==> config.mk <==
export PLATFORM = sky130hd
export DESIGN_NAME = tdc_stop_firstwave_config
export DESIGN_NICKNAME = d
export VERILOG_FILES = /design/src/core/period_counter.v /design/src/core/tdc_stop_firstwave_config.v
export VERILOG_INCLUDE_DIRS = /design/src /design/src/core
export SDC_FILE = /design/constraint.sdc
export NUM_CORES = 1
export LEC_CHECK = 0
export BUFFER_PORTS_ARGS = -buffer_cell sky130_fd_sc_hd__buf_2
export CELL_PAD_IN_SITES_DETAIL_PLACEMENT = 1
export CELL_PAD_IN_SITES_GLOBAL_PLACEMENT = 1
export CORE_ASPECT_RATIO = 0.9
export CORE_MARGIN = 2
export CORE_UTILIZATION = 44
export DETAILED_ROUTE_END_ITERATION = 7
export PLACE_DENSITY = 0.83
export RECOVER_POWER = 50
export REMOVE_ABC_BUFFERS = 1
export SKIP_LAST_GASP = 1
export SYNTH_ARGS = -nofsm -noshare
export SYNTH_HDL_FRONTEND = slang
export SYNTH_SLANG_ARGS = --single-unit
==> constraint.sdc <==
create_clock -name mclk_i -period 1.98 [get_ports mclk_i]
set_clock_uncertainty 0.1 [all_clocks]
set_input_delay 0.198 -clock mclk_i [delete_from_list [all_inputs] [get_ports mclk_i]]
set_output_delay 0.198 -clock mclk_i [all_outputs]
set_load 0.01 [all_outputs]
==> src/core/tdc_cfg_defs.vh <==
// register offsets, field positions, reset values and sizes of the configuration block
`ifndef TDC_CFG_DEFS_VH
`define TDC_CFG_DEFS_VH

`define ADDR_W                 5
`define OFS_STOP_TIMING_CONFIG 5'h00
`define OFS_FIRST_WAVE_CONFIG  5'h04
`define OFS_IRQ_STATUS         5'h08
`define OFS_IRQ_MASK           5'h0C
`define OFS_CORE_STATUS        5'h10

`define RESP_OKAY              2'h0
`define RESP_SLVERR            2'h2

// stop_timing_config fields
`define STC_IRQ_TIMEOUT_BIT    31
`define STC_IRQ_HITS_BIT       30
`define STC_IRQ_CALC_BIT       29
`define STC_DUAL_EDGE_BIT      28
`define STC_DELAY_MSB          21
`define STC_DELAY_LSB          6
`define STC_OFFSET_MSB         5
`define STC_OFFSET_LSB         0
`define STC_RESET              32'h20000000

// first_wave_config fields
`define FWC_ENABLE_BIT         31
`define FWC_EDGE_BIT           30
`define FWC_STOP1_LSB          24
`define FWC_STOP2_LSB          18
`define FWC_STOP3_LSB          12
`define FWC_STOP4_LSB          6
`define FWC_STOP5_LSB          0
`define FWC_COUNT_W            6
`define FWC_RESET              32'h00000000

// interrupt status / mask layout
`define IRQ_TIMEOUT_BIT        0
`define IRQ_HITS_BIT           1
`define IRQ_CALC_BIT           2
`define IRQ_W                  3
`define IRQ_MASK_RESET         3'h7

// comparator offset step, stop count and stop-1 delay field width
`define OFFSET_STEP_MV         4
`define NUM_STOPS              5
`define DELAY_W                16

`endif

==> src/core/period_counter.v <==
// loadable down counter that gives one pulse when its programmed count of ticks has passed
`timescale 1ns/1ps
module period_counter #(
  parameter W = 16
) (
  input  wire         mclk_i,
  input  wire         srst_i,
  input  wire         load_i,
  input  wire [W-1:0] load_val_i,
  input  wire         tick_i,
  input  wire         abort_i,
  output wire         busy_o,
  output wire         fire_o
);

  reg [W-1:0] cnt_reg;
  reg         armed_reg;
  reg         fire_reg;

  always @(posedge mclk_i) begin
    if (srst_i || abort_i) begin
      cnt_reg   <= {W{1'b0}};
      armed_reg <= 1'b0;
      fire_reg  <= 1'b0;
    end else if (load_i) begin
      // a zero count has already elapsed, so it fires straight away
      cnt_reg   <= load_val_i;
      armed_reg <= (load_val_i != {W{1'b0}});
      fire_reg  <= (load_val_i == {W{1'b0}});
    end else if (armed_reg && tick_i) begin
      if (cnt_reg == {{(W-1){1'b0}}, 1'b1}) begin
        armed_reg <= 1'b0;
        fire_reg  <= 1'b1;
      end else begin
        fire_reg  <= 1'b0;
      end
      cnt_reg <= cnt_reg - {{(W-1){1'b0}}, 1'b1};
    end else begin
      fire_reg <= 1'b0;
    end
  end

  assign busy_o = armed_reg;
  assign fire_o = fire_reg;

endmodule // period_counter

==> src/core/tdc_stop_firstwave_config.v <==
// configuration words for stop timing and first-wave detection, with AXI4-Lite access
//
// Contract
// - stop input held off for hit 1 until programmed delay after start elapses.
// - the 16-bit delay counts whole reference clock periods, integer only.
// - 6-bit comparator offset is two's complement in 4 mV steps.
// - edge-mode 0 means one hit edge, 1 means both edges.
// - top bit of second word turns automatic first-hit detection on or off.
// - other first-wave fields only act while first-hit detection is enabled.
// - first-wave edge bit: 0 rising, 1 falling.
// - stops 1..5 taken programmed periods after first hit; host keeps ranges.
// - configuration words are write-only; host keeps its own copy.
//
// The AXI4-Lite slave port and the register offsets were left to the implementer.
`timescale 1ns/1ps
`include "tdc_cfg_defs.vh"
module tdc_stop_firstwave_config (
  input  wire                       mclk_i,
  input  wire                       srst_i,
  // AXI4-Lite slave
  input  wire [`ADDR_W-1:0]         s_axi_awaddr,
  input  wire                       s_axi_awvalid,
  output wire                       s_axi_awready,
  input  wire [31:0]                s_axi_wdata,
  input  wire [3:0]                 s_axi_wstrb,
  input  wire                       s_axi_wvalid,
  output wire                       s_axi_wready,
  output wire [1:0]                 s_axi_bresp,
  output wire                       s_axi_bvalid,
  input  wire                       s_axi_bready,
  input  wire [`ADDR_W-1:0]         s_axi_araddr,
  input  wire                       s_axi_arvalid,
  output wire                       s_axi_arready,
  output wire [31:0]                s_axi_rdata,
  output wire [1:0]                 s_axi_rresp,
  output wire                       s_axi_rvalid,
  input  wire                       s_axi_rready,
  // measurement side
  input  wire                       start_i,
  input  wire                       hit_i,
  input  wire                       timeout_evt_i,
  input  wire                       hits_done_evt_i,
  input  wire                       calc_done_evt_i,
  output wire                       stop1_enable_o,
  output wire                       hit_edge_o,
  output wire                       first_wave_seen_o,
  output wire [`NUM_STOPS-1:0]      stop_pulse_o,
  output wire signed [7:0]          comp_offset_mv_o,
  output wire                       irq_o
);

  localparam ST_IDLE  = 3'h1;
  localparam ST_WAIT  = 3'h2;
  localparam ST_COUNT = 3'h4;

  // picks the edge event for a given polarity select
  function edge_pick;
    input rise;
    input fall;
    input sel_fall;
    begin
      edge_pick = sel_fall ? fall : rise;
    end
  endfunction

  // byte-lane merge for the two configuration words
  function [31:0] lane_merge;
    input [31:0] old_val;
    input [31:0] new_val;
    input [3:0]  strb;
    integer k;
    begin
      lane_merge = old_val;
      for (k = 0; k < 4; k = k + 1) begin
        if (strb[k]) begin
          lane_merge[k*8 +: 8] = new_val[k*8 +: 8];
        end
      end
    end
  endfunction

  reg  [31:0]              stop_timing_config_reg;
  reg  [31:0]              first_wave_config_reg;
  reg  [`IRQ_W-1:0]        irq_status_reg;
  reg  [`IRQ_W-1:0]        irq_mask_reg;
  reg  [`IRQ_W-1:0]        irq_status_next;

  reg                      aw_held_reg;
  reg  [`ADDR_W-1:0]       aw_addr_reg;
  reg                      w_held_reg;
  reg  [31:0]              w_data_reg;
  reg  [3:0]               w_strb_reg;
  reg                      bvalid_reg;
  reg  [1:0]               bresp_reg;
  reg                      rvalid_reg;
  reg  [31:0]              rdata_reg;
  reg  [1:0]               rresp_reg;

  reg                      hit_d_reg;
  reg                      stop1_en_reg;
  reg                      fw_seen_reg;
  reg  [2:0]               state_reg;
  reg  [2:0]               state_next;
  reg  signed [7:0]        offset_mv_reg;
  reg  [`NUM_STOPS-1:0]    stop_done_reg;

  wire                     wr_go;
  wire                     rd_go;
  wire                     irq_timeout_allow;
  wire                     irq_hits_allow;
  wire                     irq_calc_done_allow;
  wire                     dual_edge_select;
  wire [`DELAY_W-1:0]      stop1_enable_delay;
  wire [5:0]               offset_code;
  wire                     first_wave_enable;
  wire                     first_wave_edge_select;
  wire [`FWC_COUNT_W-1:0]  stop1_period_count;
  wire [`FWC_COUNT_W-1:0]  stop2_period_count;
  wire [`FWC_COUNT_W-1:0]  stop3_period_count;
  wire [`FWC_COUNT_W-1:0]  stop4_period_count;
  wire [`FWC_COUNT_W-1:0]  stop5_period_count;
  wire [`FWC_COUNT_W*`NUM_STOPS-1:0] period_counts;
  wire                     hit_rise;
  wire                     hit_fall;
  wire                     hit_edge;
  wire                     fw_edge;
  wire                     fw_arrive;
  wire                     delay_fire;
  wire [`NUM_STOPS-1:0]    stop_fire;
  wire [`IRQ_W-1:0]        irq_events;
  wire                     status_read;

  // ---------------- field decode ----------------
  assign irq_timeout_allow      = stop_timing_config_reg[`STC_IRQ_TIMEOUT_BIT];
  assign irq_hits_allow         = stop_timing_config_reg[`STC_IRQ_HITS_BIT];
  assign irq_calc_done_allow    = stop_timing_config_reg[`STC_IRQ_CALC_BIT];
  assign dual_edge_select       = stop_timing_config_reg[`STC_DUAL_EDGE_BIT];
  assign stop1_enable_delay     = stop_timing_config_reg[`STC_DELAY_MSB:`STC_DELAY_LSB];
  assign offset_code            = stop_timing_config_reg[`STC_OFFSET_MSB:`STC_OFFSET_LSB];
  assign first_wave_enable      = first_wave_config_reg[`FWC_ENABLE_BIT];
  assign first_wave_edge_select = first_wave_config_reg[`FWC_EDGE_BIT];
  assign stop1_period_count     = first_wave_config_reg[`FWC_STOP1_LSB +: `FWC_COUNT_W];
  assign stop2_period_count     = first_wave_config_reg[`FWC_STOP2_LSB +: `FWC_COUNT_W];
  assign stop3_period_count     = first_wave_config_reg[`FWC_STOP3_LSB +: `FWC_COUNT_W];
  assign stop4_period_count     = first_wave_config_reg[`FWC_STOP4_LSB +: `FWC_COUNT_W];
  assign stop5_period_count     = first_wave_config_reg[`FWC_STOP5_LSB +: `FWC_COUNT_W];
  assign period_counts = {stop5_period_count, stop4_period_count, stop3_period_count,
                          stop2_period_count, stop1_period_count};

  // ---------------- AXI4-Lite write path ----------------
  assign s_axi_awready = !aw_held_reg && !bvalid_reg;
  assign s_axi_wready  = !w_held_reg && !bvalid_reg;
  assign s_axi_bvalid  = bvalid_reg;
  assign s_axi_bresp   = bresp_reg;
  assign wr_go         = aw_held_reg && w_held_reg && !bvalid_reg;

  always @(posedge mclk_i) begin
    if (srst_i) begin
      aw_held_reg <= 1'b0;
      aw_addr_reg <= {`ADDR_W{1'b0}};
      w_held_reg  <= 1'b0;
      w_data_reg  <= 32'h00000000;
      w_strb_reg  <= 4'h0;
      bvalid_reg  <= 1'b0;
      bresp_reg   <= `RESP_OKAY;
    end else begin
      if (s_axi_awvalid && s_axi_awready) begin
        aw_held_reg <= 1'b1;
        aw_addr_reg <= s_axi_awaddr;
      end
      if (s_axi_wvalid && s_axi_wready) begin
        w_held_reg <= 1'b1;
        w_data_reg <= s_axi_wdata;
        w_strb_reg <= s_axi_wstrb;
      end
      if (wr_go) begin
        aw_held_reg <= 1'b0;
        w_held_reg  <= 1'b0;
        bvalid_reg  <= 1'b1;
        case (aw_addr_reg)
          `OFS_STOP_TIMING_CONFIG,
          `OFS_FIRST_WAVE_CONFIG,
          `OFS_IRQ_MASK:            bresp_reg <= `RESP_OKAY;
          default:                  bresp_reg <= `RESP_SLVERR;
        endcase
      end else if (bvalid_reg && s_axi_bready) begin
        bvalid_reg <= 1'b0;
      end
    end
  end

  always @(posedge mclk_i) begin
    if (srst_i) begin
      stop_timing_config_reg <= `STC_RESET;
      first_wave_config_reg  <= `FWC_RESET;
      irq_mask_reg           <= `IRQ_MASK_RESET;
    end else if (wr_go) begin
      case (aw_addr_reg)
        `OFS_STOP_TIMING_CONFIG: begin
          stop_timing_config_reg <= lane_merge(stop_timing_config_reg, w_data_reg, w_strb_reg);
        end
        `OFS_FIRST_WAVE_CONFIG: begin
          first_wave_config_reg <= lane_merge(first_wave_config_reg, w_data_reg, w_strb_reg);
        end
        `OFS_IRQ_MASK: begin
          if (w_strb_reg[0]) begin
            irq_mask_reg <= w_data_reg[`IRQ_W-1:0];
          end
        end
        default: begin
          irq_mask_reg <= irq_mask_reg;
        end
      endcase
    end
  end

  // ---------------- AXI4-Lite read path ----------------
  assign s_axi_arready = !rvalid_reg;
  assign s_axi_rvalid  = rvalid_reg;
  assign s_axi_rdata   = rdata_reg;
  assign s_axi_rresp   = rresp_reg;
  assign rd_go         = s_axi_arvalid && !rvalid_reg;
  assign status_read   = rd_go && (s_axi_araddr == `OFS_IRQ_STATUS);

  always @(posedge mclk_i) begin
    if (srst_i) begin
      rvalid_reg <= 1'b0;
      rdata_reg  <= 32'h00000000;
      rresp_reg  <= `RESP_OKAY;
    end else if (rd_go) begin
      rvalid_reg <= 1'b1;
      rresp_reg  <= `RESP_OKAY;
      case (s_axi_araddr)
        // configuration words give no readback, so the host keeps its own copy
        `OFS_STOP_TIMING_CONFIG,
        `OFS_FIRST_WAVE_CONFIG:  rdata_reg <= 32'h00000000;
        `OFS_IRQ_STATUS:         rdata_reg <= {29'h0, irq_status_reg};
        `OFS_IRQ_MASK:           rdata_reg <= {29'h0, irq_mask_reg};
        `OFS_CORE_STATUS:        rdata_reg <= {24'h0, stop_done_reg, state_reg == ST_COUNT,
                                               fw_seen_reg, stop1_en_reg};
        default: begin
          rdata_reg <= 32'h00000000;
          rresp_reg <= `RESP_SLVERR;
        end
      endcase
    end else if (rvalid_reg && s_axi_rready) begin
      rvalid_reg <= 1'b0;
    end
  end

  // ---------------- interrupts ----------------
  assign irq_events = {calc_done_evt_i && irq_calc_done_allow,
                       hits_done_evt_i && irq_hits_allow,
                       timeout_evt_i && irq_timeout_allow};

  always @* begin
    irq_status_next = irq_status_reg;
    if (status_read) begin
      irq_status_next = {`IRQ_W{1'b0}};
    end
    // an event in the clearing cycle survives the read
    irq_status_next = irq_status_next | irq_events;
  end

  always @(posedge mclk_i) begin
    if (srst_i) begin
      irq_status_reg <= {`IRQ_W{1'b0}};
    end else begin
      irq_status_reg <= irq_status_next;
    end
  end

  assign irq_o = |(irq_status_reg & irq_mask_reg);

  // ---------------- comparator offset ----------------
  always @(posedge mclk_i) begin
    if (srst_i) begin
      offset_mv_reg <= 8'sh00;
    end else begin
      // sign-extended code times the step; full range -128..124 fits eight bits
      offset_mv_reg <= {offset_code, 2'b00};
    end
  end

  assign comp_offset_mv_o = offset_mv_reg;

  // ---------------- hit edges ----------------
  assign hit_rise = hit_i && !hit_d_reg;
  assign hit_fall = !hit_i && hit_d_reg;
  // single-edge mode watches the rising edge; polarity is set upstream of this pin
  assign hit_edge = stop1_en_reg &&
                    (dual_edge_select ? (hit_rise || hit_fall) : hit_rise);
  assign fw_edge  = stop1_en_reg &&
                    edge_pick(hit_rise, hit_fall, first_wave_edge_select);
  assign fw_arrive = (state_reg == ST_WAIT) && fw_edge;

  always @(posedge mclk_i) begin
    if (srst_i) begin
      hit_d_reg <= 1'b0;
    end else begin
      hit_d_reg <= hit_i;
    end
  end

  assign hit_edge_o = hit_edge;

  // ---------------- stop enable delay for hit 1 ----------------
  period_counter #(
    .W (`DELAY_W)
  ) u_stop1_delay (
    .mclk_i     (mclk_i),
    .srst_i     (srst_i),
    .load_i     (start_i),
    .load_val_i (stop1_enable_delay),
    .tick_i     (1'b1),
    .abort_i    (1'b0),
    .busy_o     (),
    .fire_o     (delay_fire)
  );

  always @(posedge mclk_i) begin
    if (srst_i) begin
      stop1_en_reg <= 1'b0;
    end else if (start_i) begin
      stop1_en_reg <= 1'b0;
    end else if (delay_fire) begin
      stop1_en_reg <= 1'b1;
    end
  end

  assign stop1_enable_o = stop1_en_reg;

  // ---------------- first-wave sequencer ----------------
  always @* begin
    case (state_reg)
      ST_IDLE: begin
        state_next = (start_i && first_wave_enable) ? ST_WAIT : ST_IDLE;
      end
      ST_WAIT: begin
        state_next = fw_arrive ? ST_COUNT : ST_WAIT;
      end
      ST_COUNT: begin
        state_next = (&(stop_done_reg | stop_fire)) ? ST_IDLE : ST_COUNT;
      end
      default: begin
        state_next = ST_IDLE;
      end
    endcase
    // disabling detection drops any sequence in flight
    if (!first_wave_enable || (start_i && state_reg != ST_IDLE)) begin
      state_next = (start_i && first_wave_enable) ? ST_WAIT : ST_IDLE;
    end
  end

  always @(posedge mclk_i) begin
    if (srst_i) begin
      state_reg     <= ST_IDLE;
      fw_seen_reg   <= 1'b0;
      stop_done_reg <= {`NUM_STOPS{1'b0}};
    end else begin
      state_reg <= state_next;
      if (start_i) begin
        fw_seen_reg   <= 1'b0;
        stop_done_reg <= {`NUM_STOPS{1'b0}};
      end else begin
        if (fw_arrive) begin
          fw_seen_reg <= 1'b1;
        end
        stop_done_reg <= stop_done_reg | stop_fire;
      end
    end
  end

  assign first_wave_seen_o = fw_seen_reg;

  // each stop counts signal periods of the first-wave polarity after the first hit
  genvar g;
  generate
    for (g = 0; g < `NUM_STOPS; g = g + 1) begin : g_stop
      period_counter #(
        .W (`FWC_COUNT_W)
      ) u_stop_cnt (
        .mclk_i     (mclk_i),
        .srst_i     (srst_i),
        .load_i     (fw_arrive),
        .load_val_i (period_counts[g*`FWC_COUNT_W +: `FWC_COUNT_W]),
        .tick_i     (fw_edge && (state_reg == ST_COUNT)),
        .abort_i    (!first_wave_enable || start_i),
        .busy_o     (),
        .fire_o     (stop_fire[g])
      );
    end
  endgenerate

  assign stop_pulse_o = stop_fire;

endmodule // tdc_stop_firstwave_config

## Yosys cells after proc, flatten, opt, wreduce, memory -nomap -nowiden

Index checks and enable logic that the tools add are counted.

| word-level totals | value |
|---|---|
| register bits after elaboration | 226 |
| output and inout port bits | 58 |
| word-level logic and storage cells | 217 |

| operators by class | value |
|---|---|
| add/sub/neg operators | 6 |
| equal/unequal tests | 16 |
| mux-type cells | 63 |
| bitwise operators | 3 |
| reduce and logical (&&, ||, !) cells | 84 |

Operator list:

| kind | number |
|---|---|
| $mux W6 | 10 |
| $mux W1 | 42 |
| $mux W16 | 2 |
| $eq A6 B1 Y1 const B | 5 |
| $logic_not A6 Y1 | 5 |
| $reduce_bool A6 Y1 | 5 |
| $sub A6 B1 Y6 const B | 5 |
| $reduce_and A3 Y1 | 9 |
| $logic_and A1 B1 Y1 | 26 |
| $reduce_bool A2 Y1 | 13 |
| $pmux W8 S3 | 1 |
| $eq A16 B1 Y1 const B | 1 |
| $logic_not A16 Y1 | 1 |
| $reduce_bool A16 Y1 | 1 |
| $sub A16 B1 Y16 const B | 1 |
| $eq A5 B4 Y1 const B | 3 |
| $mux W3 | 4 |
| $eq A5 B3 Y1 const B | 2 |
| $logic_not A5 Y1 | 2 |
| $reduce_and A2 Y1 | 5 |
| $pmux W3 S3 | 1 |
| $logic_not A1 Y1 | 7 |
| $mux W2 | 3 |
| $reduce_or A3 Y1 | 2 |
| 12 further kinds | 16 |

## Longest topological paths before layout

Gate-level depths: netlist of the first run.

| depth | value |
|---|---|
| depth after elaboration | 8 |
| gate-level depth with buffers | 8 |
| mapped depth without buffers | 6 |

## Modules after synthesis

A second synthesis of the first run with hierarchy kept.

| second synthesis, totals | value |
|---|---|
| cell total of the unflattened synthesis | 970 |
| area total of the unflattened synthesis | 8932.3 sq um |

By module, submodules not included:

| module | times used | cells each | area an instance (sq um) | seq. area each (sq um) |
|---|---|---|---|---|
| tdc_stop_firstwave_config | 1 | 609 | 5815.6 | 2722.6 |
| period_counter (g_stop[0].u_stop_cnt ...) | 5 | 49 | 427.9 | 160.2 |
| period_counter (u_stop1_delay) | 1 | 116 | 977.2 | 360.3 |

## Worst setup path after synthesis of the first run

Ideal clock, no wire load.

| timing | value |
|---|---|
| path kind | flip-flop to flip-flop |
| start point | register hit_d_reg |
| end point | register g_stop[2].u_stop_cnt.cnt_reg[4] |
| data arrival time | 1.592 ns |
| data required time | 1.809 ns |
| path slack | 0.218 ns |
| cell stages (with the launch flop) | 9 |
| clock period less this slack | 1.762 ns |
| cell sequence | dfxtp_1 inv_1 ha_1 mux2_2 nand2_1 buf_2 buf_1 o21ai_0 a21oi_1 |

| on the way | value |
|---|---|
| word-level cells in the longest chain between the ends | 7 |
| elaborated cells on any way between the ends | 10 |
| those cells by class | mux: 2; reduce/logical: 8 |

RTL lines:

| what | line | source |
|---|---|---|
| from (decl) | tdc_stop_firstwave_config.v:99 | `reg hit_d_reg;` |
| from (signal assigned) | tdc_stop_firstwave_config.v:301 | `hit_d_reg <= hit_i;` |
| $logic_not A1 Y1 | tdc_stop_firstwave_config.v:288 | `assign hit_rise = hit_i && !hit_d_reg;` |
| $logic_and A1 B1 Y1 | tdc_stop_firstwave_config.v:288 |  |
| $mux W1 * | tdc_stop_firstwave_config.v:62 | `edge_pick = sel_fall ? fall : rise;` |
| $logic_and A1 B1 Y1 * | tdc_stop_firstwave_config.v:293 | `assign fw_edge = stop1_en_reg &&` |
| $logic_and A1 B1 Y1 | tdc_stop_firstwave_config.v:387 | `.tick_i (fw_edge && (state_reg == ST_COUNT)),` |
| $logic_and A1 B1 Y1 | period_counter.v:30 | `end else if (armed_reg && tick_i) begin` |
| $reduce_bool A2 Y1 (no source line) | -- |  |
| to (signal assigned) | period_counter.v:22 | `cnt_reg <= {W{1'b0}};` |
| to (signal assigned) | period_counter.v:27 | `cnt_reg <= load_val_i;` |
| to (signal assigned) | period_counter.v:37 | `cnt_reg <= cnt_reg - {{(W-1){1'b0}}, 1'b1};` |
| to (decl) | period_counter.v:16 | `reg [W-1:0] cnt_reg;` |

Mark *: on every way between the ends. The rest lies on a longest branch, timed or not.
A chain may end at the register's enable or synchronous reset.

## Final worst setup path of the first run

| timing | value |
|---|---|
| start point | register stop1_en_reg (netlist: stop1_enable_o) |
| end point | output hit_edge_o |

| on the way | value |
|---|---|
| word-level cells in the longest chain between the ends | 1 |

RTL lines:

| what | line | source |
|---|---|---|
| from (decl) | tdc_stop_firstwave_config.v:100 | `reg stop1_en_reg;` |
| from (signal assigned) | tdc_stop_firstwave_config.v:323 | `stop1_en_reg <= 1'b0;` |
| from (signal assigned) | tdc_stop_firstwave_config.v:325 | `stop1_en_reg <= 1'b0;` |
| from (signal assigned) | tdc_stop_firstwave_config.v:327 | `stop1_en_reg <= 1'b1;` |
| $logic_and A1 B1 Y1 | tdc_stop_firstwave_config.v:291 | `assign hit_edge = stop1_en_reg &&` |
| to (decl) | tdc_stop_firstwave_config.v:45 | `output wire hit_edge_o,` |

No other way between the ends.

==> results of run 1 <==
## power groups by stage
stage	Clock (W)	Combinational (W)	Sequential (W)
floorplan	0	0.000294	0.00414
global placement	0	0.000524	0.00416
detailed placement	0	0.000540	0.00417
CTS	0.00378	0.000617	0.00408
global route	0.00395	0.000697	0.00409
finish	0.00374	0.000633	0.00408
## logic make-up after synthesis
logic type                 count (synthesis)  share of synthesized area
xor gates and xnor gates                  10                     0.0100
AOI/OAI and AO/OA                        209                      0.154
muxes                                     67                     0.0773
other                                      1                   0.000429
DFF                                      194                      0.444
buffers and inverters                    132                     0.0733
adders and majority gates                 14                     0.0200
and+or+nand+nor                          384                      0.221
## cell usage in the layout, fill, tap and decap left out, types with 22 or more instances in the layout
cell type	n
a21oi_1	80
buf_2	60
buf_4	22
clkbuf_1	30
conb_1	28
dfxtp_1	192
dlygate4sd3_1	49
inv_1	36
mux2i_1	63
nand2_1	114
nor2_1	131
o21ai_0	33
## worst paths after layout
| kind | start | to | slack [ps] | cells past startpoint |
|---|---|---|---|---|
| max | stop1_enable_o | hit_edge_o | 40 | 3 |
| min | s_axi_araddr[2] | irq_status_reg[2] | 70 | 3 |
| max reg2reg | hit_d_reg | g_stop[0].u_stop_cnt.busy_o | 80 | 6 |
| min reg2reg | w_data_reg[24] | w_data_reg[24] | 360 | 2 |
## synth_stat cells, types with 4 or more instances
cell type,number
nand4b_1,5
nor3_1,16
a31oi_1,9
or3_1,5
o21a_1,8
a21o_1,9
o21ai_0,33
xor2_1,4
a32o_1,7
a22oi_1,11
or4_1,4
buf_1,4
dfxtp_1,194
a21oi_1,80
and2_1,5
clkbuf_1,49
inv_1,36
o311ai_0,4
a211oi_1,4
nand2_1,115
mux2_2,4
and3_1,4
mux2i_1,63
buf_4,34
nand4_1,12
buf_2,8
nor4_1,13
nor2b_1,12
nand3_1,19
nand4_2,7
nor3b_1,4
o22ai_1,6
ha_1,14
nand2b_1,4
xnor2_1,6
nor2_1,131
o2bb2ai_1,4
a221oi_1,4
## worst register-to-register path: cells and delay by family (launching register included)
| family | cells | cell delay [ps] |
|---|---|---|
| AOI/OAI and AO/OA | 2 | 490 |
| and+or+nand+nor | 1 | 320 |
| muxes | 1 | 340 |
| adders and majority gates | 1 | 190 |
| buffers and inverters | 1 | 60 |
| DFF | 1 | 340 |
## metrics by stage
stage                     std cells  hold WS, ps  cell area [um2]  setup WS (ps)  utilization
final                          1391         71.4            10500           44.8        0.541
after global routing           1391         94.5            10500          -50.9        0.541
after CTS                      1390         50.3            10500           28.9        0.543
after detailed placement       1310          294             9380           26.8        0.485
after global placement         1310          286             9380           66.8        0.485
after floorplan                 942          165             8340           -810            -
## routing by layer
layer / share of wire / GRT usage / up-vias / wire length [um]
li1: - / - / 3718 / -
met1: 0.45 / 0.324 / 3876 / 11800
met2: 0.50 / 0.441 / 190 / 13300
met3: 0.037 / 0.0418 / 34 / 992
met4: 0.017 / 0.0720 / 0 / 444
met5: 0 / 0 / - / 0
## cell type report
| type | instances | area [um2] |
|---|---|---|
| clock inverters | 14 | 203 |
| repair buffers | 167 | 1160 |
| inverters | 36 | 135 |
| clock buffers | 17 | 425 |
| fillers | 2316 | 8880 |
| well taps | 250 | 313 |
| multi-input cells | 712 | 4340 |
| flip-flops and latches | 194 | 3890 |
| diodes | 1 | 2.50 |
## repair_timing
item,in CTS,in global routing
resized for setup,1,5
hold buffers,49,0
setup endpoints to repair,1,22
endpoints found under the hold margin,48,0
==> key figures, run 1 <==
Floorplanning
  – Core ar.: about 19,000 um2
  – Die X: about 150 um
  – Initial Util: 0.452
  – Die area: roughly 21,000 um2
  – Ports: between 100 and 150
  – Site Rows: 48
  – Die height: ~140 um

Yosys
  – Syn Inst Count: 1,011
  – Ys flop type: dfxtp_1
  – Synth Area per Inst: 8.65 um2
  – Cell variety after synth: 74
  – EDFF count, synth: 0
  – Synth async-reset ratio: 0
  – Cell Area, Synth: 8740 um2
  – Cell taking the most area after synthesis: dfxtp_1
  – Synth Register Bits: 194
  – Top-area cell type share of the netlist area: 0.444
  – Yosys warns: 0
  – Post-synthesis sequential area ratio: 0.444
  – Main area contributors after synthesis: dfxtp_1 (44%), mux2i_1 (7.2%), nor2_1 (5.6%)

Worst setup path
  – CP Cell Sequence: clkbuf_1 -> o211a_1 -> buf_2
  – Buf/Inv on CP: 2
  – Critical-path top delay cell: dfxtp_1
  – Crit Path Category: reg -> out
  – Crit. End Element: output pin
  – Critical path data arrival time: around 1600 ps
  – CP Max Fanout: 6
  – Critical path launch point type: register
  – CP peak stage delay: about 480 ps
  – Req. time, crit path: between 1500 and 2000 ps
  – CP delay by family, top: buffers and inverters

Global route
  – Total track usage: 0.252
  – First-pass GRT wire length: 42.3 mm
  – Gr ovfl total: 0
  – Initial antenna violation count: 1
  – Largest net degree at the start of global routing: 146
  – Number of global-route vias before repair: 7,854

Place
  – HPWL after DPL: around 17 mm
  – Count of input and output buffers: 87
  – Final Wtd Congestion: roughly 0.85

Detailed routing
  – DRT antenna net count: 0
  – DRC: 0
  – DRT Wirelength: between 20 and 30 mm
  – First-pass iteration count of the detailed router: 5
  – Vias after detailed routing: a little under 8k
  – Post-DR vias/cell: between 5 and 6
  – Routed WL per cell: approximately 19 um
  – Drt initial violations: 558

Clock tree
  – Num CTS Buffers: 17
  – Htree depth: 4
  – Post-CTS setup buffer count: 0
  – Clock Path Buffers: 2
  – CTS clk-pin slew, worst paths: about 70 ps
  – CTS Root Cell: clkbuf_16
  – Clock latency on the worst-skew pair: 440 ps
  – CTS tree: yes
  – Clk sinks: 194

Power
  – Power Total: about 0.0085 W
  – Max IR drop VDD: 0.000631 V
  – Switching Power: 0.00207 W
  – PwrDens: approximately 810 nW/um2
  – Pint: about 0.0064 W
  – Sequential Power Share: 0.483
  – Comb pwr share: 0.075
  – Clock Power Share: 0.442
  – Leak pwr: 4.28 nW
  – Net Sw Frac: 0.245

Timing
  – Max Transition Viols Final: 0
  – Fmax: 517 MHz
  – Final Hold Fails: 0
  – Final setup viols: 0
  – Max-Slew Margin vs Limit: 0.406
  – Slew @ Worst Pin: about 890 ps
  – Final period util: 0.977
  – RSZ-0062 raised after global routing: yes
  – Setup TNS: 0 ps
  – Final min period: 1940 ps

Final layout
  – Area delta synth->final: 19.7%
  – Nets: 1,200
  – Layout cells sized above 1: 0.128

Flow run
  – Max_cap viols: 0

Status
  – Outcome: finished clean

Hold path
  – Hold Path Class: in -> reg
Note: power is estimated with default switching activity, not from simulation.
==> inputs of run 2 (changes only) <==
--- a/config.mk
+++ b/config.mk
@@ -8,10 +8,10 @@
 export LEC_CHECK = 0
 export BUFFER_PORTS_ARGS = -buffer_cell sky130_fd_sc_hd__buf_2
 export CELL_PAD_IN_SITES_DETAIL_PLACEMENT = 1
-export CELL_PAD_IN_SITES_GLOBAL_PLACEMENT = 1
+export CELL_PAD_IN_SITES_GLOBAL_PLACEMENT = 2
 export CORE_ASPECT_RATIO = 0.9
 export CORE_MARGIN = 2
-export CORE_UTILIZATION = 44
+export CORE_UTILIZATION = 35
 export DETAILED_ROUTE_END_ITERATION = 7
 export PLACE_DENSITY = 0.83
 export RECOVER_POWER = 50
@@ -20,3 +20,4 @@
 export SYNTH_ARGS = -nofsm -noshare
 export SYNTH_HDL_FRONTEND = slang
 export SYNTH_SLANG_ARGS = --single-unit
+export TNS_END_PERCENT = 1
==> run 2 against run 1 <==
Compared with the run above: via count decreased by 3.8%; critical path depth increased by 3; sequential share of layout area down 0.35 points; sequential power barely moved; non-clock buffer count grew 5; combinational power down 3%.
==> key figures, run 2 (synthesis results as in run 1) <==
Status
  – Outcome: finished clean (unchanged)

Floorplanning
  – Core ar.: 24,400 um2 (was 19,300 um2)
  – Ports: 116 (unchanged)
  – Site Rows: 54 (was 48)
  – Die X: 171 um (was 153 um)
  – Die area: 26,300 um2 (was 21,000 um2)
  – Initial Util: 0.358 (was 0.452)
  – Die height: 154 um (was 138 um)

Power
  – PwrDens: 783 nW/um2 (was 808 nW/um2)
  – Max IR drop VDD: 0.000507 V (was 0.000631 V)
  – Power Total: 0.00827 W (was 0.00846 W)
  – Leak pwr: 4.27 nW (was 4.28 nW)

Clock tree
  – Post-CTS setup buffer count: 0 (unchanged)
  – CTS tree: yes (unchanged)
  – Clock latency on the worst-skew pair: 430 ps (was 440 ps)
  – Htree depth: 4 (unchanged)
  – CTS Root Cell: clkbuf_16 (unchanged)
  – Num CTS Buffers: 17 (unchanged)
  – Clock Path Buffers: 2 (unchanged)
  – Clk sinks: 194 (unchanged)
  – CTS clk-pin slew, worst paths: 80 ps (was 70 ps)

Worst setup path
  – Crit. End Element: register (was output pin)
  – Reg2Reg Setup Slack: 90 ps (was 80 ps)
  – R2r worst-path depth: 6 (unchanged)
  – CP Cell Sequence: inv_1 -> ha_1 -> mux2_2 -> and3_1 -> a311o_1 -> a21oi_1 (was clkbuf_1 -> o211a_1 -> buf_2)
  – Crit Path Category: reg -> reg (was reg -> out)
  – CP startpoint: hit_d_reg (was stop1_enable_o)
  – End of the worst register-to-register path: g_stop[0].u_stop_cnt.busy_o (unchanged)
  – Reg-to-reg startpoint: hit_d_reg (unchanged)
  – CP Max Fanout: 7 (was 6)
  – Critical path launch point type: register (unchanged)
  – Req. time, crit path: 2250 ps (was 1680 ps)
  – Critical path data arrival time: 2160 ps (was 1640 ps)
  – Critical-path top delay cell: a311o_1 (was dfxtp_1)
  – CP peak stage delay: 350 ps (was 480 ps)

Global route
  – Number of global-route vias before repair: 7,307 (was 7,854)
  – Largest net degree at the start of global routing: 145 (was 146)
  – Total track usage: 0.192 (was 0.252)
  – First-pass GRT wire length: 39.8 mm (was 42.3 mm)
  – Gr ovfl total: 0 (unchanged)
  – Initial antenna violation count: 0 (was 1)

Detailed routing
  – Routed WL per cell: 16.7 um (was 19.0 um)
  – Post-DR vias/cell: 5.07 (was 5.62)
  – Vias after detailed routing: 7,518 (was 7,818)
  – First-pass iteration count of the detailed router: 5 (unchanged)
  – DRC: 0 (unchanged)
  – Drt initial violations: 391 (was 558)
  – DRT antenna net count: 0 (unchanged)
  – DRT Wirelength: 24.7 mm (was 26.5 mm)

Final layout
  – Most common cell after layout, fill and taps aside: dfxtp_1 (unchanged)
  – Layout Utilization: 0.433 (was 0.541)
  – Ant diodes: 0 (was 1)
  – Area delta synth->final: 20.8% (was 19.7%)
  – Commonest cells after routing, fill and taps aside: dfxtp_1 (193), nor2_1 (131), nand2_1 (115), a21oi_1 (80), mux2i_1 (63) (was dfxtp_1 (192), nor2_1 (131), nand2_1 (114), a21oi_1 (80), mux2i_1 (63))
  – Layout cells sized above 1: 0.126 (was 0.128)
  – Nets: 1,205 (was 1,200)

Place
  – Count of input and output buffers: 87 (unchanged)
  – HPWL after DPL: 16.7 mm (was 16.5 mm)
  – Final Wtd Congestion: 0.797 (was 0.852)

Timing
  – Slew @ Worst Pin: 848 ps (was 892 ps)
  – Final setup viols: 0 (unchanged)
  – Final period util: 0.952 (was 0.977)
  – RSZ-0062 raised after global routing: no (was yes)
  – Max Transition Viols Final: 0 (unchanged)
  – Final min period: 1890 ps (was 1940 ps)
  – Final Hold Fails: 0 (unchanged)
  – Fmax: 530 MHz (was 517 MHz)
  – Setup TNS: 0 ps (unchanged)
  – Max-Slew Margin vs Limit: 0.435 (was 0.406)

Hold path
  – Hold path cells: 3 (unchanged)
  – Worst hold start: s_axi_araddr[3] (was s_axi_araddr[2])
  – Hold Path Class: in -> reg (unchanged)
  – Worst Hold End: s_axi_rresp[1] (was irq_status_reg[2])

Flow run
  – Max_cap viols: 0 (unchanged)
run 2: changes by cell type in the layout (fill, tap and decap cells not counted), moves of 2 or more:
| cell | change |
|---|---|
| clkbuf_1 | +5 |
| inv_8 | +2 |
| bufinv_16 | -2 |
| buf_4 | +5 |
| buf_2 | -3 |
run 2: timing repair:
action,4_1_cts,5_1_grt
hold buffers,49,0
setup endpoints to repair,0,28
gates resized for setup,0,3
endpoints found under the hold margin,48,0
run 2: cell type report:
cell class                      count  area [um2]
Clock inverter                     14         168
Timing Repair Buffer              172        1190
Inverter                           36         135
Sequential cell                   194        3880
Clock buffer                       18         429
Tap cell                          336         420
Fill cell                        2858       13800
Multi-Input combinational cell    712        4330
run 2: power by group:
group	switching, W	internal [W]	total [W]
Sequential	0.0000868	0.00399	0.00407
Clock	0.00167	0.00191	0.00358
Combinational	0.000356	0.000260	0.000617
run 2: worst max-delay path, delay by kind of cell, from the launching register on:
family / cells / cell delay (ps)
AOI/OAI and AO/OA: 2 / 480
DFF: 1 / 340
muxes: 1 / 330
and+or+nand+nor: 1 / 310
adders and majority gates: 1 / 200
buffers and inverters: 1 / 50
run 2: through the flow:
| step | std cells | hold slack [ps] | setup slack (ps) | area, um2 |
|---|---|---|---|---|
| finish | 1482 | 61.5 | 94.6 | 10600 |
| global route | 1482 | 88.3 | 22.2 | 10600 |
| detailed placement | 1401 | 291 | 22.4 | 9520 |
| CTS | 1482 | 41.4 | 5.56 | 10600 |
| floorplan | 942 | 165 | -810 | 8340 |
| global placement | 1401 | 285 | 125 | 9520 |
run 2: layer usage:
layer,global-route usage,vias up,part of all wire
li1,-,3733,-
met1,0.268,3633,0.49
met2,0.300,131,0.46
met3,0.0347,21,0.032
met4,0.0582,0,0.016
met5,0,-,0
run 2: how the worst max path moves through the flow:
stage                                       to  cells past startpoint  slack [ps]
2_1_floorplan      g_stop[1].u_stop_cnt.busy_o                      3        -810
3_3_place_gp   g_stop[0].u_stop_cnt.cnt_reg[5]                      7         120
3_5_place_dp   g_stop[2].u_stop_cnt.cnt_reg[0]                      7          20
4_1_cts        g_stop[2].u_stop_cnt.cnt_reg[0]                      7           6
5_1_grt             stop_timing_config_reg[31]                      6          20
6_report           g_stop[0].u_stop_cnt.busy_o                      6          90
==> inputs of run 3 (changes only) <==
--- a/config.mk
+++ b/config.mk
@@ -14,7 +14,7 @@
 export CORE_UTILIZATION = 35
 export DETAILED_ROUTE_END_ITERATION = 7
 export PLACE_DENSITY = 0.83
-export RECOVER_POWER = 50
+export RECOVER_POWER = 25
 export REMOVE_ABC_BUFFERS = 1
 export SKIP_LAST_GASP = 1
 export SYNTH_ARGS = -nofsm -noshare
==> run 3 against run 2 <==
Compared with the run above: critical path depth stayed put; total power hardly changed; hold slack hardly changed; combinational power hardly changed; maximum frequency is 0.74% higher; wire length is 0.20% lower; worst setup slack better by 14 ps; via count is 0.36% higher; core utilization hardly changed; flip-flop and latch count stayed put; largest cell class unchanged; largest power group unchanged.
==> key figures, run 3 (synthesis results as in run 1) <==
Place
  – Final Wtd Congestion: 0.797 (unchanged)
  – Placed insts: 1,401 (unchanged)
  – Count of input and output buffers: 87 (unchanged)
  – HPWL after DPL: 16.7 mm (unchanged)

Timing
  – RSZ-0062 raised after global routing: no (unchanged)
  – Max-Slew Margin vs Limit: 0.428 (was 0.435)
  – Max Transition Viols Final: 0 (unchanged)
  – Final Hold Fails: 0 (unchanged)
  – Fmax: 534 MHz (was 530 MHz)
  – Final period util: 0.945 (was 0.952)
  – Slew @ Worst Pin: 858 ps (was 848 ps)
  – Final min period: 1870 ps (was 1890 ps)
  – Worst hold slack: 61.5 ps (about the same)
  – Final setup viols: 0 (unchanged)

Power
  – Power Total: 0.00827 W (about the same)
  – Comb pwr share: 0.075 (about the same)
  – Sequential Power Share: 0.493 (about the same)
  – Pint: 0.00616 W (about the same)
  – Switching Power: 0.00211 W (about the same)
  – Max IR drop VDD: 0.000507 V (about the same)
  – PwrDens: 783 nW/um2 (about the same)
  – Clock Power Share: 0.432 (was 0.433)
  – Leak pwr: 4.28 nW (was 4.27 nW)
  – Net Sw Frac: 0.255 (about the same)

Clock tree
  – Clk sinks: 194 (unchanged)
  – Num CTS Buffers: 17 (unchanged)
  – CTS clk-pin slew, worst paths: 80 ps (about the same)
  – Clock latency on the worst-skew pair: 430 ps (about the same)
  – Htree depth: 4 (unchanged)
  – CTS Root Cell: clkbuf_16 (unchanged)
  – CTS tree: yes (unchanged)
  – Clock Path Buffers: 2 (unchanged)

Floorplanning
  – Die height: 154 um (unchanged)
  – Core ar.: 24,400 um2 (unchanged)
  – Site Rows: 54 (unchanged)
  – Ports: 116 (unchanged)
  – Die area: 26,300 um2 (unchanged)
  – Initial Util: 0.358 (unchanged)
  – Die X: 171 um (unchanged)

Detailed routing
  – Drt initial violations: 396 (was 391)
  – First-pass iteration count of the detailed router: 7 (was 5)
  – DRT antenna net count: 0 (unchanged)
  – Vias after detailed routing: 7,545 (was 7,518)
  – DRT Wirelength: 24.6 mm (was 24.7 mm)
  – Post-DR vias/cell: 5.09 (was 5.07)
  – DRC: 0 (unchanged)
  – Routed WL per cell: 16.6 um (was 16.7 um)

Status
  – Outcome: finished clean (unchanged)

Hold path
  – Hold Path Class: in -> reg (unchanged)

Final layout
  – Area delta synth->final: 20.8% (about the same)
  – Ant diodes: 0 (unchanged)
  – Most common cell after layout, fill and taps aside: dfxtp_1 (unchanged)
  – Commonest cells after routing, fill and taps aside: dfxtp_1 (193), nor2_1 (131), nand2_1 (115), a21oi_1 (80), mux2i_1 (63) (unchanged)
  – Fillers: 2,857 (was 2,858)
  – Layout cells sized above 1: 0.127 (was 0.126)
  – Nets: 1,205 (unchanged)
  – Finished Layout Cells: 1,482 (unchanged)

Worst setup path
  – Critical path launch point type: register (unchanged)
  – Crit. End Element: register (unchanged)
  – Critical path data arrival time: 2140 ps (was 2160 ps)
  – Buf/Inv on CP: 1 (unchanged)
  – Req. time, crit path: 2250 ps (about the same)
  – Critical-path top delay cell: a311o_1 (unchanged)
  – CP Cell Sequence: inv_1 -> ha_1 -> mux2_2 -> and3_1 -> a311o_1 -> a21oi_1 (unchanged)
  – CP Max Fanout: 7 (unchanged)
  – CP delay by family, top: compound AO/OA/AOI/OAI gates (unchanged)
  – CP peak stage delay: 350 ps (about the same)
  – Crit Path Category: reg -> reg (unchanged)

Flow run
  – Max_cap viols: 0 (unchanged)

Global route
  – Initial antenna violation count: 0 (unchanged)
  – First-pass GRT wire length: 39.8 mm (unchanged)
  – Gr ovfl total: 0 (unchanged)
  – Total track usage: 0.192 (unchanged)
  – Routing usage on met1: 0.268 (unchanged)
  – Met3 GRT Util: 0.0347 (unchanged)
  – Largest net degree at the start of global routing: 145 (unchanged)
  – Number of global-route vias before repair: 7,307 (unchanged)
  – M2 GR Usage: 0.300 (unchanged)
  – GR peak layer: met2 (unchanged)
run 3: cell types whose count changed in the layout (fill, tap and decap cells not counted), sizes merged:
cell | previous run | this run
buf | 88 | 91
clkbuf | 53 | 50
run 3: power by group through the flow:
stage               Clock, W  Sequential, W  Combinational, W
floorplan                  0        0.00414          0.000294
global placement           0        0.00416          0.000539
detailed placement         0        0.00416          0.000548
CTS                  0.00367        0.00407          0.000624
global route         0.00382        0.00409          0.000687
finish               0.00357        0.00407          0.000617
run 3: worst paths after layout:
check | start | endpoint | slack, ps | depth (start not counted)
worst min-delay path | s_axi_araddr[3] | s_axi_rresp[1] | 60 | 3
worst max-delay path | hit_d_reg | g_stop[0].u_stop_cnt.busy_o | 110 | 6
worst max register to register | hit_d_reg | g_stop[0].u_stop_cnt.busy_o | 110 | 6
worst min register to register | w_data_reg[25] | w_data_reg[25] | 360 | 2
run 3: tightest hold or removal path: cells and delay by family:
family | cells | cell delay, ps
buf+inv | 1 | 120
compound gates | 2 | 240
run 3: per-stage QoR:
| stage | setup slack, ps | utilization | setup TNS [ps] | cell area [um2] |
|---|---|---|---|---|
| 2_1_floorplan | -810 | - | -19650 | 8340 |
| 3_3_place_gp | 125 | 0.390 | 0 | 9520 |
| 3_5_place_dp | 22.4 | 0.390 | 0 | 9520 |
| 4_1_cts | 5.56 | 0.435 | 0 | 10600 |
| 5_1_grt | 23.5 | 0.433 | 0 | 10600 |
| 6_report | 108 | 0.433 | 0 | 10600 |
run 3: what timing repair did:
action / 4_1_cts / 5_1_grt
resized for setup: 0 / 3
buffers inserted: 0 / 0
hold buffers: 49 / 0
hold endpoints to repair: 48 / 0
setup endpoints to repair: 0 / 28
run 3: area by class of cell:
class / count / area [um2] / share of cell area
multi-input cells: 712 / 4330 / 0.410
flip-flops and latches: 194 / 3880 / 0.368
clock inverters: 14 / 168 / 0.0159
repair buffers: 172 / 1200 / 0.113
clock buffers: 18 / 429 / 0.0406
well taps: 336 / 420 / 0.0398
inverters: 36 / 135 / 0.0128
run 3: layer usage:
layer | wire (um) | up-vias | part of all wire
met5 | 0 | - | 0
met4 | 404 | 0 | 0.016
met3 | 756 | 21 | 0.031
met2 | 11400 | 135 | 0.46
met1 | 12100 | 3652 | 0.49
li1 | - | 3737 | -
